[src/inc/i2s_emu_pkg.sv]
// Constants, register map and carrier types of the serial audio master.
// Assumes a single 50 MHz module clock and a 32-bit AXI4-Lite master.
package i2s_emu_pkg;
  localparam int WORD_W = 32;
  localparam int AXI_AW = 6;
  localparam int PIN_W  = 8;
  localparam int STS_W  = 4;
  localparam int unsigned CLK_HZ = 50_000_000;

  localparam logic [AXI_AW-1:0] A_CTRL = 6'h00;
  localparam logic [AXI_AW-1:0] A_CMP  = 6'h04;
  localparam logic [AXI_AW-1:0] A_MDIV = 6'h08;
  localparam logic [AXI_AW-1:0] A_TXP  = 6'h0C;
  localparam logic [AXI_AW-1:0] A_TXS  = 6'h10;
  localparam logic [AXI_AW-1:0] A_RXP  = 6'h14;
  localparam logic [AXI_AW-1:0] A_RXS  = 6'h18;
  localparam logic [AXI_AW-1:0] A_STS  = 6'h1C;
  localparam logic [AXI_AW-1:0] A_MASK = 6'h20;
  localparam logic [AXI_AW-1:0] A_FLAG = 6'h24;

  localparam int S_TXRDY  = 0;
  localparam int S_RXFULL = 1;
  localparam int S_UNDER  = 2;
  localparam int S_OVER   = 3;

  localparam int PIN_MCLK = 2;
  localparam int PIN_TXD  = 3;
  localparam int PIN_BCLK = 4;
  localparam int PIN_WS   = 5;
  localparam int PIN_RXD  = 6;

  localparam logic [7:0] RST_CMP_HI = 8'h3F;
  localparam logic [7:0] RST_CMP_LO = 8'h07;
  localparam logic [7:0] RST_MDIV   = 8'h01;
  localparam logic [1:0] RESP_OKAY   = 2'h0;
  localparam logic [1:0] RESP_SLVERR = 2'h2;

  typedef struct packed {
    logic rx_en;
    logic mclk_en;
    logic en;
  } ctrl_t;

  typedef struct packed {
    logic [7:0] hi;
    logic [7:0] lo;
  } cmp_t;
endpackage

[src/rtl/i2s_emu_top.sv]
// Serial audio bus master: bit clock, word select, master clock timers
// and transmit and receive shifters behind an AXI4-Lite register slave.
// Assumes one module clock; the receive data pin is asynchronous to it.
`timescale 1ns/1ps
module i2s_emu_top
  import i2s_emu_pkg::*;
(
  input  wire logic              CLOCK_IN,
  input  wire logic              RST_N_IN,
  input  wire logic [AXI_AW-1:0] S_AXI_AWADDR_IN,
  input  wire logic              S_AXI_AWVALID_IN,
  output logic                   S_AXI_AWREADY_OUT,
  input  wire logic [WORD_W-1:0] S_AXI_WDATA_IN,
  input  wire logic [3:0]        S_AXI_WSTRB_IN,
  input  wire logic              S_AXI_WVALID_IN,
  output logic                   S_AXI_WREADY_OUT,
  output logic [1:0]             S_AXI_BRESP_OUT,
  output logic                   S_AXI_BVALID_OUT,
  input  wire logic              S_AXI_BREADY_IN,
  input  wire logic [AXI_AW-1:0] S_AXI_ARADDR_IN,
  input  wire logic              S_AXI_ARVALID_IN,
  output logic                   S_AXI_ARREADY_OUT,
  output logic [WORD_W-1:0]      S_AXI_RDATA_OUT,
  output logic [1:0]             S_AXI_RRESP_OUT,
  output logic                   S_AXI_RVALID_OUT,
  input  wire logic              S_AXI_RREADY_IN,
  input  wire logic [PIN_W-1:0]  PIN_IN,
  output logic [PIN_W-1:0]       PIN_OUT,
  output logic [PIN_W-1:0]       PIN_OE_N_OUT,
  output logic                   IRQ_OUT,
  output logic                   TX_DMA_REQ_OUT,
  output logic                   RX_DMA_REQ_OUT
);
  logic              aw_got_ff, nxt_aw_got, w_got_ff, nxt_w_got;
  logic [AXI_AW-1:0] awaddr_ff, nxt_awaddr;
  logic [WORD_W-1:0] wdata_ff, nxt_wdata, rdata_ff, nxt_rdata;
  logic [3:0]        wstrb_ff, nxt_wstrb;
  logic              bvalid_ff, nxt_bvalid, rvalid_ff, nxt_rvalid;
  logic [1:0]        bresp_ff, nxt_bresp, rresp_ff, nxt_rresp;
  logic              wr_do, rd_do, rx_rd;
  ctrl_t             ctrl_ff, nxt_ctrl;
  cmp_t              cmp_ff, nxt_cmp;
  logic [7:0]        mdiv_ff, nxt_mdiv;
  logic [STS_W-1:0]  sts_ff, nxt_sts, mask_ff, nxt_mask;
  logic [WORD_W-1:0] txbuf_ff, nxt_txbuf, sr_ff, nxt_sr;
  logic [WORD_W-1:0] rxbuf_ff, nxt_rxbuf, rxsr_ff, nxt_rxsr;
  logic              tx_flag_ff, nxt_tx_flag, rx_flag_ff, nxt_rx_flag;
  logic              bct_en_ff, nxt_bct_en, bclk_ff, nxt_bclk;
  logic [7:0]        bct_lo_ff, nxt_bct_lo, bct_hi_ff, nxt_bct_hi;
  logic              fst_en_ff, nxt_fst_en, fs_ff, nxt_fs;
  logic [15:0]       fcnt_ff, nxt_fcnt;
  logic              mct_en_ff, nxt_mct_en, mclk_ff, nxt_mclk;
  logic [7:0]        mcnt_ff, nxt_mcnt;
  logic              din_s1_ff, din_s2_ff;
  logic              start, word_end, rise, fall, load, tx_wr;
  logic [STS_W-1:0]  ev, clr;
  logic [WORD_W-1:0] wv;
  logic [16:0]       prod;

  function automatic logic [WORD_W-1:0] rev(input logic [WORD_W-1:0] d);
    for (int i = 0; i < WORD_W; i++) begin
      rev[i] = d[WORD_W-1-i];
    end
  endfunction

  function automatic logic [WORD_W-1:0] merge(
    input logic [WORD_W-1:0] old,
    input logic [WORD_W-1:0] nw,
    input logic [3:0]        s
  );
    for (int i = 0; i < 4; i++) begin
      merge[8*i+:8] = s[i] ? nw[8*i+:8] : old[8*i+:8];
    end
  endfunction

  function automatic logic mapped(input logic [AXI_AW-1:0] a);
    return a inside {A_CTRL, A_CMP, A_MDIV, A_TXP, A_TXS, A_RXP, A_RXS,
                     A_STS, A_MASK, A_FLAG};
  endfunction

  assign S_AXI_AWREADY_OUT = !aw_got_ff && !bvalid_ff;
  assign S_AXI_WREADY_OUT  = !w_got_ff && !bvalid_ff;
  assign S_AXI_ARREADY_OUT = !rvalid_ff;
  assign S_AXI_BVALID_OUT  = bvalid_ff;
  assign S_AXI_BRESP_OUT   = bresp_ff;
  assign S_AXI_RVALID_OUT  = rvalid_ff;
  assign S_AXI_RDATA_OUT   = rdata_ff;
  assign S_AXI_RRESP_OUT   = rresp_ff;
  assign wr_do = aw_got_ff && w_got_ff && !bvalid_ff;
  assign rd_do = S_AXI_ARVALID_IN && !rvalid_ff;
  assign rx_rd = rd_do && (S_AXI_ARADDR_IN == A_RXP ||
                           S_AXI_ARADDR_IN == A_RXS);

  // Bus handshakes; address and data are captured in either order.
  always_comb begin
    nxt_aw_got = aw_got_ff;
    nxt_awaddr = awaddr_ff;
    nxt_w_got  = w_got_ff;
    nxt_wdata  = wdata_ff;
    nxt_wstrb  = wstrb_ff;
    nxt_bvalid = bvalid_ff;
    nxt_bresp  = bresp_ff;
    nxt_rvalid = rvalid_ff;
    nxt_rdata  = rdata_ff;
    nxt_rresp  = rresp_ff;
    if (S_AXI_AWVALID_IN && S_AXI_AWREADY_OUT) begin
      nxt_aw_got = 1'b1;
      nxt_awaddr = S_AXI_AWADDR_IN;
    end
    if (S_AXI_WVALID_IN && S_AXI_WREADY_OUT) begin
      nxt_w_got = 1'b1;
      nxt_wdata = S_AXI_WDATA_IN;
      nxt_wstrb = S_AXI_WSTRB_IN;
    end
    if (wr_do) begin
      nxt_aw_got = 1'b0;
      nxt_w_got  = 1'b0;
      nxt_bvalid = 1'b1;
      nxt_bresp  = mapped(awaddr_ff) ? RESP_OKAY : RESP_SLVERR;
    end else if (bvalid_ff && S_AXI_BREADY_IN) begin
      nxt_bvalid = 1'b0;
    end
    if (rd_do) begin
      nxt_rvalid = 1'b1;
      nxt_rresp  = mapped(S_AXI_ARADDR_IN) ? RESP_OKAY : RESP_SLVERR;
      case (S_AXI_ARADDR_IN)
        A_CTRL:  nxt_rdata = WORD_W'(ctrl_ff);
        A_CMP:   nxt_rdata = WORD_W'(cmp_ff);
        A_MDIV:  nxt_rdata = WORD_W'(mdiv_ff);
        A_RXP:   nxt_rdata = rev(rxbuf_ff);
        A_RXS:   nxt_rdata = rxbuf_ff;
        A_STS:   nxt_rdata = WORD_W'(sts_ff);
        A_MASK:  nxt_rdata = WORD_W'(mask_ff);
        A_FLAG:  nxt_rdata = WORD_W'({fst_en_ff, bct_en_ff, rx_flag_ff,
                                      tx_flag_ff});
        default: nxt_rdata = '0;
      endcase
    end else if (rvalid_ff && S_AXI_RREADY_IN) begin
      nxt_rvalid = 1'b0;
    end
  end

  // Timers, shifters and register file, all on the module clock.
  always_comb begin
    nxt_ctrl = ctrl_ff;
    nxt_cmp  = cmp_ff;
    nxt_mdiv = mdiv_ff;
    nxt_mask = mask_ff;
    nxt_txbuf = txbuf_ff;
    nxt_sr = sr_ff;
    nxt_rxbuf = rxbuf_ff;
    nxt_rxsr = rxsr_ff;
    nxt_tx_flag = tx_flag_ff;
    nxt_rx_flag = rx_flag_ff;
    nxt_bct_en = bct_en_ff;
    nxt_bclk = bclk_ff;
    nxt_bct_lo = bct_lo_ff;
    nxt_bct_hi = bct_hi_ff;
    nxt_fst_en = fst_en_ff;
    nxt_fs = fs_ff;
    nxt_fcnt = fcnt_ff;
    nxt_mct_en = mct_en_ff;
    nxt_mclk = mclk_ff;
    nxt_mcnt = mcnt_ff;
    tx_wr = 1'b0;
    ev = '0;
    clr = '0;
    wv = '0;
    if (wr_do) begin
      case (awaddr_ff)
        A_CTRL: begin
          wv = merge(WORD_W'(ctrl_ff), wdata_ff, wstrb_ff);
          nxt_ctrl = ctrl_t'(wv[2:0]);
        end
        A_CMP: begin
          wv = merge(WORD_W'(cmp_ff), wdata_ff, wstrb_ff);
          nxt_cmp = cmp_t'(wv[15:0]);
        end
        A_MDIV: begin
          wv = merge(WORD_W'(mdiv_ff), wdata_ff, wstrb_ff);
          nxt_mdiv = wv[7:0];
        end
        A_MASK: begin
          wv = merge(WORD_W'(mask_ff), wdata_ff, wstrb_ff);
          nxt_mask = wv[STS_W-1:0];
        end
        A_TXP: begin
          tx_wr = 1'b1;
          nxt_txbuf = rev(wdata_ff);
        end
        A_TXS: begin
          tx_wr = 1'b1;
          nxt_txbuf = wdata_ff;
        end
        A_STS: clr = wdata_ff[STS_W-1:0] & {STS_W{wstrb_ff[0]}};
        default: ;
      endcase
    end
    start = ctrl_ff.en && !tx_flag_ff && !bct_en_ff;
    word_end = bct_en_ff && bct_lo_ff == 8'h00 && bct_hi_ff == 8'h00;
    rise = bct_en_ff && bct_lo_ff == 8'h00 && !bclk_ff;
    fall = bct_en_ff && bct_lo_ff == 8'h00 && bclk_ff;
    load = start || word_end;
    if (!ctrl_ff.en) begin
      nxt_bct_en = 1'b0;
      nxt_bclk = 1'b1;
    end else if (start) begin
      nxt_bct_en = 1'b1;
      nxt_bclk = 1'b1;
      nxt_bct_lo = cmp_ff.lo;
      nxt_bct_hi = cmp_ff.hi;
    end else if (bct_en_ff) begin
      if (bct_lo_ff == 8'h00) begin
        nxt_bct_lo = cmp_ff.lo;
        nxt_bclk = !bclk_ff;
        nxt_bct_hi = word_end ? cmp_ff.hi : bct_hi_ff - 8'h01;
      end else begin
        nxt_bct_lo = bct_lo_ff - 8'h01;
      end
    end
    if (load) begin
      if (!tx_flag_ff) begin
        nxt_sr = txbuf_ff;
        nxt_tx_flag = 1'b1;
        ev[S_TXRDY] = 1'b1;
      end else begin
        nxt_sr = '0;
        ev[S_UNDER] = 1'b1;
      end
    end else if (rise) begin
      nxt_sr = {sr_ff[WORD_W-2:0], 1'b0};
    end
    if (tx_wr) begin
      nxt_tx_flag = 1'b0;
    end
    if (fall) begin
      nxt_rxsr = {rxsr_ff[WORD_W-2:0], din_s2_ff};
    end
    if (rx_rd) begin
      nxt_rx_flag = 1'b0;
    end
    if (word_end && ctrl_ff.rx_en) begin
      nxt_rxbuf = rxsr_ff;
      nxt_rx_flag = 1'b1;
      ev[S_RXFULL] = 1'b1;
      ev[S_OVER] = rx_flag_ff && !rx_rd;
    end
    prod = (17'(cmp_ff.hi) + 17'h1) * (17'(cmp_ff.lo) + 17'h1);
    if (start) begin
      nxt_fst_en = 1'b1;
      nxt_fs = 1'b1;
      nxt_fcnt = 16'(prod - 17'h1);
    end else if (fst_en_ff) begin
      if (fcnt_ff == 16'h0000) begin
        nxt_fcnt = 16'(prod - 17'h1);
        nxt_fs = !fs_ff;
      end else begin
        nxt_fcnt = fcnt_ff - 16'h0001;
      end
    end
    if (!ctrl_ff.mclk_en) begin
      nxt_mct_en = 1'b0;
      nxt_mclk = 1'b0;
    end else if (!mct_en_ff) begin
      nxt_mct_en = 1'b1;
      nxt_mclk = 1'b1;
      nxt_mcnt = mdiv_ff;
    end else if (mcnt_ff == 8'h00) begin
      nxt_mcnt = mdiv_ff;
      nxt_mclk = !mclk_ff;
    end else begin
      nxt_mcnt = mcnt_ff - 8'h01;
    end
    nxt_sts = (sts_ff & ~clr) | ev;
  end

  always_ff @(posedge CLOCK_IN) begin
    din_s1_ff <= PIN_IN[PIN_RXD];
    din_s2_ff <= din_s1_ff;
    if (!RST_N_IN) begin
      {aw_got_ff, w_got_ff, bvalid_ff, rvalid_ff} <= 4'h0;
      {awaddr_ff, wstrb_ff, bresp_ff, rresp_ff} <= '0;
      {wdata_ff, rdata_ff} <= '0;
      ctrl_ff <= '0;
      cmp_ff <= {RST_CMP_HI, RST_CMP_LO};
      mdiv_ff <= RST_MDIV;
      {sts_ff, mask_ff} <= '0;
      {txbuf_ff, sr_ff, rxbuf_ff, rxsr_ff} <= '0;
      tx_flag_ff <= 1'b1;
      rx_flag_ff <= 1'b0;
      {bct_en_ff, bct_lo_ff, bct_hi_ff} <= '0;
      bclk_ff <= 1'b1;
      {fst_en_ff, fs_ff, fcnt_ff} <= '0;
      {mct_en_ff, mclk_ff, mcnt_ff} <= '0;
    end else begin
      aw_got_ff <= nxt_aw_got;
      awaddr_ff <= nxt_awaddr;
      w_got_ff <= nxt_w_got;
      wdata_ff <= nxt_wdata;
      wstrb_ff <= nxt_wstrb;
      bvalid_ff <= nxt_bvalid;
      bresp_ff <= nxt_bresp;
      rvalid_ff <= nxt_rvalid;
      rdata_ff <= nxt_rdata;
      rresp_ff <= nxt_rresp;
      ctrl_ff <= nxt_ctrl;
      cmp_ff <= nxt_cmp;
      mdiv_ff <= nxt_mdiv;
      sts_ff <= nxt_sts;
      mask_ff <= nxt_mask;
      txbuf_ff <= nxt_txbuf;
      sr_ff <= nxt_sr;
      rxbuf_ff <= nxt_rxbuf;
      rxsr_ff <= nxt_rxsr;
      tx_flag_ff <= nxt_tx_flag;
      rx_flag_ff <= nxt_rx_flag;
      bct_en_ff <= nxt_bct_en;
      bclk_ff <= nxt_bclk;
      bct_lo_ff <= nxt_bct_lo;
      bct_hi_ff <= nxt_bct_hi;
      fst_en_ff <= nxt_fst_en;
      fs_ff <= nxt_fs;
      fcnt_ff <= nxt_fcnt;
      mct_en_ff <= nxt_mct_en;
      mclk_ff <= nxt_mclk;
      mcnt_ff <= nxt_mcnt;
    end
  end

  always_comb begin
    PIN_OUT = '0;
    PIN_OE_N_OUT = '1;
    PIN_OUT[PIN_MCLK] = mclk_ff;
    PIN_OUT[PIN_TXD] = sr_ff[WORD_W-1];
    PIN_OUT[PIN_BCLK] = bclk_ff;
    PIN_OUT[PIN_WS] = !fs_ff;
    PIN_OE_N_OUT[PIN_MCLK] = 1'b0;
    PIN_OE_N_OUT[PIN_TXD] = 1'b0;
    PIN_OE_N_OUT[PIN_BCLK] = 1'b0;
    PIN_OE_N_OUT[PIN_WS] = 1'b0;
  end

  assign IRQ_OUT = |(sts_ff & mask_ff);
  assign TX_DMA_REQ_OUT = tx_flag_ff && ctrl_ff.en;
  assign RX_DMA_REQ_OUT = rx_flag_ff;
endmodule

[config.mk]
export PLATFORM = sky130hd
export DESIGN_NAME = i2s_emu_top
export DESIGN_NICKNAME = d
export VERILOG_FILES = /design/src/inc/i2s_emu_pkg.sv /design/src/rtl/i2s_emu_top.sv
export SDC_FILE = /design/constraint.sdc
export NUM_CORES = 1
export LEC_CHECK = 0
export BUFFER_PORTS_ARGS = -buffer_cell sky130_fd_sc_hd__buf_2
export CAP_MARGIN = 15
export CORE_MARGIN = 10
export CORE_UTILIZATION = 48
export CTS_BUF_LIST = sky130_fd_sc_hd__clkbuf_8
export CTS_CLUSTER_SIZE = 16
export DETAILED_ROUTE_END_ITERATION = 12
export PLACE_DENSITY = 0.71
export SYNTH_ARGS = -nofsm -noshare
export SYNTH_HDL_FRONTEND = slang
export SYNTH_SLANG_ARGS = --single-unit
export TNS_END_PERCENT = 20
[constraint.sdc]
create_clock -name CLOCK_IN -period 12.35 [get_ports CLOCK_IN]
set_input_delay 1.8525 -clock CLOCK_IN [delete_from_list [all_inputs] [get_ports CLOCK_IN]]
set_output_delay 1.8525 -clock CLOCK_IN [all_outputs]
set_load 0.1 [all_outputs]
==> results of run 1 <==
-- area by class of cell --
| cell class | instances | area, µm² |
|---|---|---|
| Multi-Input combinational cell | 1338 | 8910 |
| Sequential cell | 291 | 5830 |
| Clock buffer | 56 | 771 |
| Tap cell | 435 | 544 |
| Inverter | 87 | 334 |
| Fill cell | 2935 | 14600 |
| Clock inverter | 28 | 173 |
| Timing Repair Buffer | 110 | 609 |
-- where the power goes --
part	internal [mW]	switching [mW]	leakage (nW)
Clock	0.437	0.391	0.542
Combinational	0.0298	0.0857	4.26
Sequential	0.951	0.0151	2.35
Total	1.42	0.492	7.15
-- per-stage QoR --
| step | hold WS, ps | cell area (µm²) |
|---|---|---|
| global route | 343 | 17200 |
| finish | 326 | 17200 |
| CTS | 328 | 17100 |
| detailed placement | 318 | 16200 |
| floorplan | 310 | 15600 |
| global placement | 319 | 16200 |
-- kinds of logic (layout without fill, tap and decap cells) --
group	after synthesis	after routing	share of synthesized area, %
buffers and inverters	220	281	6.02
muxes	138	138	8.86
adders and majority gates	104	104	10.9
other	2	14	0.0482
and+or+nand+nor	631	631	17.7
DFF	291	291	37.4
xor gates and xnor gates	38	38	2.22
AOI/OAI and AO/OA	413	413	16.9
-- per-layer routing --
| metal | GRT usage [%] | vias up | routed length, µm |
|---|---|---|---|
| met5 | 0 | - | 0 |
| met4 | 4.31 | 0 | 646 |
| met3 | 3.47 | 55 | 2660 |
| met2 | 31.1 | 378 | 18900 |
| met1 | 25.0 | 6220 | 17500 |
| li1 | - | 6396 | - |
-- worst max-delay path: cells and delay by family (launching register included) --
kind            cells  cell delay, ps
fa+ha+maj           7            3330
xor+xnor            2             940
compound gates      5             820
flops               1             800
simple gates        3             500
buf+inv             3             140
-- worst paths after layout --
kind	cells after the start	slack, ps	endpoint
worst max-delay path	20	5680	fcnt_ff[14]
worst min-delay path	0	330	din_s2_ff
worst max register to register	20	5680	fcnt_ff[14]
worst min register to register	0	330	din_s2_ff
-- flip-flops by register name (all words and copies together) (netlist names), 2 cells and up --
register,flops
S_AXI_RDATA_OUT,32
awaddr_ff,6
bct_hi_ff,8
bct_lo_ff,8
cmp_ff,16
ctrl_ff,3
fcnt_ff,16
mask_ff,4
mcnt_ff,8
mdiv_ff,8
rxbuf_ff,32
rxsr_ff,32
sr_ff,32
sts_ff,4
txbuf_ff,32
wdata_ff,32
wstrb_ff,2
-- placed cells by master (no fill, tap or decap), drive strengths merged, types with 14 or more instances in the layout --
| cell | instances |
|---|---|
| buf | 110 |
| conb | 14 |
| a211oi | 76 |
| fa | 53 |
| mux2i | 138 |
| xnor2 | 20 |
| nand3 | 28 |
| and2 | 16 |
| dfxtp | 291 |
| o21ai | 45 |
| nor3 | 23 |
| xor2 | 17 |
| nand2 | 233 |
| a21oi | 181 |
| ha | 51 |
| a22oi | 29 |
| clkbuf | 56 |
| a222oi | 14 |
| inv | 102 |
| nand2b | 22 |
| nor2 | 245 |
==> reports/results.tsv, run 1 <==
stage	metric	value	unit
outcome	outcome	finished clean	
critical_path	critPathMaxFanout	16	
synthesis	synth-edff-count	0	
timing	fmax	0.150	GHz
timing	setup_tns	0	ps
clock_network	clock-root-buffer	clkbuf_8	
clock_network	ctsHtreeMaxLevel	2	
pwr	p_total	1.91	mW
critical_path	crit_path_end_kind	flop	
synthesis	synth_warnings	0	
timing	rsz0062_at_grt	false	
flow_run	max-cap-violations	0	
placed_design	dp_hpwl	28200	µm
clock_network	cts.sinks	291	
critical_path	cp-startpoint	cmp_ff[8]	
die	core_area	31800	µm²
critical_path	crit_arrival	7090	ps
routing	via_per_inst	5.56	
global_route	grt.total_usage	18.8	%
timing	finalSetupViolations	0	
critical_path	critPathMaxStageDelay	800	ps
die	std_cell_rows	65	
critical_path	worstPathRequired	12760	ps
finish	synthToLayoutAreaGrowth	10.1	%
global_route	antenna_found_initial	0	
routing	vias	13000	
synthesis	ys_ff_latch	291	
synthesis	seq_area_frac_synth	37.4	%
die	die_x	200	µm
die	ioPinCount	123	
critical_path	worstPathCellList	ha_1, nand3_1, xnor2_1, nand2b_1, fa_1, fa_1, inv_1, fa_1, fa_1, inv_1, fa_1, inv_1, ha_1, and3_1, o2111ai_1, o221a_2, o211ai_1, a21oi_1, xor2_1, o22ai_1	
timing	setup_ws	5680	ps
die	fp.dieH	200	µm
pwr	p_per_area	111	nW/µm²
placed_design	placed_cells	2258	
critical_path	crit_slowest_cell	dfxtp_1	
routing	drc_errors	0	
routing	firstDrtPassIters	8	
global_route	grt_first_pass_wirelength	64200	µm
placed_design	port_buffers	99	
routing	wl	39700	µm
clock_network	cts_tree	yes	
synthesis	yosys-top-cells-count	dfxtp_1 (291), nor2_1 (245), nand2_1 (233)	
finish	final_cells	2345	
clock_network	cts_resized	0	
timing	fin_crit	6670	ps
critical_path	critical_path_class	reg2reg	
synthesis	netlist_area	15600	µm²
clock_network	cts.clk_slew.worst_paths	60	ps
worst_hold_path	min_from	din_s1_ff	
synthesis	synth_top_flop_cell	dfxtp_1	
pwr	ir_worst_vdd	0.000101	V
synthesis	avgSynthCellArea	8.49	µm²
clock_network	cts-buffers-inserted	48	
placed_design	gp_congestion	0.900	
finish	finalNetCount	2043	
timing	slew_headroom	13.8	%
timing	drv_slew	0	
synthesis	async_flop_share	0	%
clock_network	max-clock-path-buffers	3	
timing	skew	27.4	ps
timing	tightest_slew	1290	ps
finish	postLayoutCoreUtil	54.0	%
die	start_util	49.0	%
finish	antennaDiodeCount	0	
global_route	grt_max_degree	159	
critical_path	start_kind	flop	
global_route	grt-ovfl-total	0	
worst_hold_path	hp-class	reg2reg	
clock_network	cts_setup_buffers	0	
synthesis	ys_types	70	
synthesis	synth_most_common_cell	dfxtp_1	
synthesis	synth_top_area_share	37.4	%
critical_path	rr_startpoint	cmp_ff[8]	
clock_network	insertion_delay	570	ps
routing	wire_per_inst	16.9	µm
synthesis	synth_area_leaders	dfxtp_1 (37%), mux2i_1 (8.9%), fa_1 (6.8%)	
placed_design	dp_slack	5720	ps
die	fp.dieArea	40100	µm²
global_route	grt_pass1_vias	12300	
clock_network	cts.hold.buffers_added	0	
finish	drive_gt1_share	11.0	%
routing	drt_iter0_drc	1328	
synthesis	synth_top_area_cell	dfxtp_1	
timing	fin_crit_sh	54.0	%
critical_path	crit_top_cell	fa_1	
timing	hold_viol	0	
pwr	p_leak	7.15	nW
synthesis	synth_cells	1837	
routing	antenna_left	0	
No activity file was read; power rests on OpenSTA's default activity.
==> run 2: changes to the inputs <==
- PLACE_DENSITY: 0.71 -> 0.74
- clock period: 12.35 -> 5.67 ns (I/O delays scaled with it)
==> reports/results.tsv, run 2 (synthesized netlist as in run 1, its figures left out) <==
stage	metric	value	unit
pwr	p_per_area	233	nW/µm²
critical_path	crit_slowest_cell	fa_1	
worst_hold_path	hp-class	reg2reg	
timing	slew_headroom	25.0	%
global_route	grt_pass1_vias	12700	
clock_network	cts.hold.buffers_added	0	
routing	wl	40300	µm
critical_path	start_kind	flop	
clock_network	ctsHtreeMaxLevel	2	
timing	setup_ws	183	ps
global_route	grt.total_usage	19.0	%
clock_network	cts-buffers-inserted	47	
finish	drive_gt1_share	13.5	%
placed_design	gp_congestion	0.907	
die	start_util	49.0	%
global_route	grt_first_pass_wirelength	64900	µm
timing	fin_crit	5490	ps
critical_path	crit_path_end_kind	flop	
routing	drt_iter0_drc	1070	
pwr	ir_worst_vdd	0.000193	V
finish	finalNetCount	2082	
global_route	antenna_found_initial	0	
die	std_cell_rows	65	
worst_hold_path	whs_path_depth	0	
timing	fmax	0.182	GHz
die	fp.dieArea	40100	µm²
clock_network	cts.clk_slew.worst_paths	60	ps
critical_path	critical_path_class	reg2reg	
critical_path	crit_top_cell	fa_1	
worst_hold_path	min_from	din_s1_ff	
critical_path	r2r_cells	20	
timing	drv_slew	0	
critical_path	rrSetupSlack	180	ps
pwr	p_leak	7.38	nW
placed_design	dp_hpwl	28800	µm
global_route	grt-ovfl-total	0	
finish	antennaDiodeCount	0	
global_route	grt_max_degree	132	
critical_path	worstPathCellList	and3_1, and3_2, xor2_4, nand2_1, fa_1, inv_1, fa_1, fa_1, fa_1, inv_1, fa_1, inv_1, ha_4, and3_1, o2111ai_1, o221a_2, o211ai_1, a21oi_1, xor2_1, o22ai_1	
finish	synthToLayoutAreaGrowth	12.8	%
timing	tightest_slew	1120	ps
outcome	outcome	finished clean	
flow_run	max-cap-violations	0	
worst_hold_path	hold_path_end	din_s2_ff	
critical_path	worstPathRequired	6060	ps
routing	drc_errors	0	
timing	fin_crit_sh	96.8	%
timing	hold_viol	0	
timing	skew	40.5	ps
finish	final_common_cell	dfxtp_1	
clock_network	clock-root-buffer	clkbuf_8	
placed_design	port_buffers	99	
critical_path	crit_arrival	5880	ps
timing	finalSetupViolations	0	
die	core_area	31800	µm²
critical_path	rr_startpoint	cmp_ff[12]	
placed_design	placed_cells	2290	
critical_path	critPathMaxStageDelay	540	ps
routing	wire_per_inst	16.9	µm
critical_path	critPathMaxFanout	5	
clock_network	max-clock-path-buffers	3	
timing	rsz0062_at_grt	true	
critical_path	timing.rr.end	fcnt_ff[14]	
clock_network	cts_tree	yes	
routing	vias	13300	
routing	via_per_inst	5.56	
die	fp.dieH	200	µm
die	ioPinCount	123	
routing	antenna_left	0	
routing	firstDrtPassIters	7	
die	die_x	200	µm
clock_network	cts.sinks	291	
finish	final_cells	2385	
placed_design	dp_slack	32.0	ps
clock_network	insertion_delay	560	ps
finish	layout_common_cells	dfxtp_1 (287), nor2_1 (243), nand2_1 (232), a21oi_1 (179), mux2i_1 (138)	
[run 2: cell count changes in the layout (fill, tap and decap cells not counted), moves of 4 or more]
cell,before,now
buf_4,8,45
inv_1,99,105
clkinv_2,8,3
ha_1,51,46
dfxtp_1,291,287
xor2_1,17,13
[run 2: through the flow]
stage               total power [mW]  utilization [%]  hold slack [ps]  cell area, µm²  TNS, ps
detailed placement              2.40             51.6              318           16400        0
global placement                2.39             51.6              318           16400        0
floorplan                       2.34                -              310           15600        0
global route                    4.26             55.3              335           17600     -117
finish                          4.11             55.3              327           17600        0
CTS                             4.14             54.6              331           17400        0
[run 2: power breakdown]
part / total, mW / internal, mW / switching, mW / leakage, nW
registers: 2.10 / 2.07 / 0.0345 / 2.35
logic: 0.249 / 0.0631 / 0.185 / 4.47
clock network: 1.75 / 0.937 / 0.815 / 0.550
[run 2: worst max path at each step]
| stage | start | endpoint | slack (ps) |
|---|---|---|---|
| 3_3_place_gp | cmp_ff[9] | fcnt_ff[14] | 90 |
| 2_1_floorplan | cmp_ff[14] | fcnt_ff[14] | 230 |
| 6_report | cmp_ff[12] | fcnt_ff[14] | 180 |
| 4_1_cts | cmp_ff[9] | fcnt_ff[14] | 50 |
| 5_1_grt | cmp_ff[2] | fcnt_ff[14] | -50 |
| 3_5_place_dp | cmp_ff[9] | fcnt_ff[14] | 30 |
[run 2: area by class of cell]
| cell class | count | area, µm² |
|---|---|---|
| Fill cell | 2923 | 14200 |
| Clock inverter | 25 | 114 |
| Tap cell | 435 | 544 |
| Multi-Input combinational cell | 1338 | 9020 |
| Inverter | 87 | 332 |
| Timing Repair Buffer | 150 | 928 |
| Clock buffer | 59 | 812 |
| Sequential cell | 291 | 5830 |
[run 2: routing by layer]
metal	share of wire, %	GRT usage [%]	vias up
li1	-	-	6460
met1	43	24.1	6350
met2	49	31.8	387
met3	6.1	3.61	63
met4	2.6	6.00	0
met5	0	0	-
[run 2: what timing repair did]
item,CTS,global route
setup endpoints to repair,1,8
endpoints found under the hold margin,0,0
resized for setup,2,23
buffers inserted,0,6
pin swaps,0,7
[run 2: worst max-delay path, delay by kind of cell (launching register included)]
kind	cells	cell delay, ps
XOR/XNOR	2	370
adder cells (fa/ha/maj)	6	2860
AND/OR/NAND/NOR	4	780
AO/OA/AOI/OAI	5	800
buffers and inverters	3	170
flip-flops	1	320
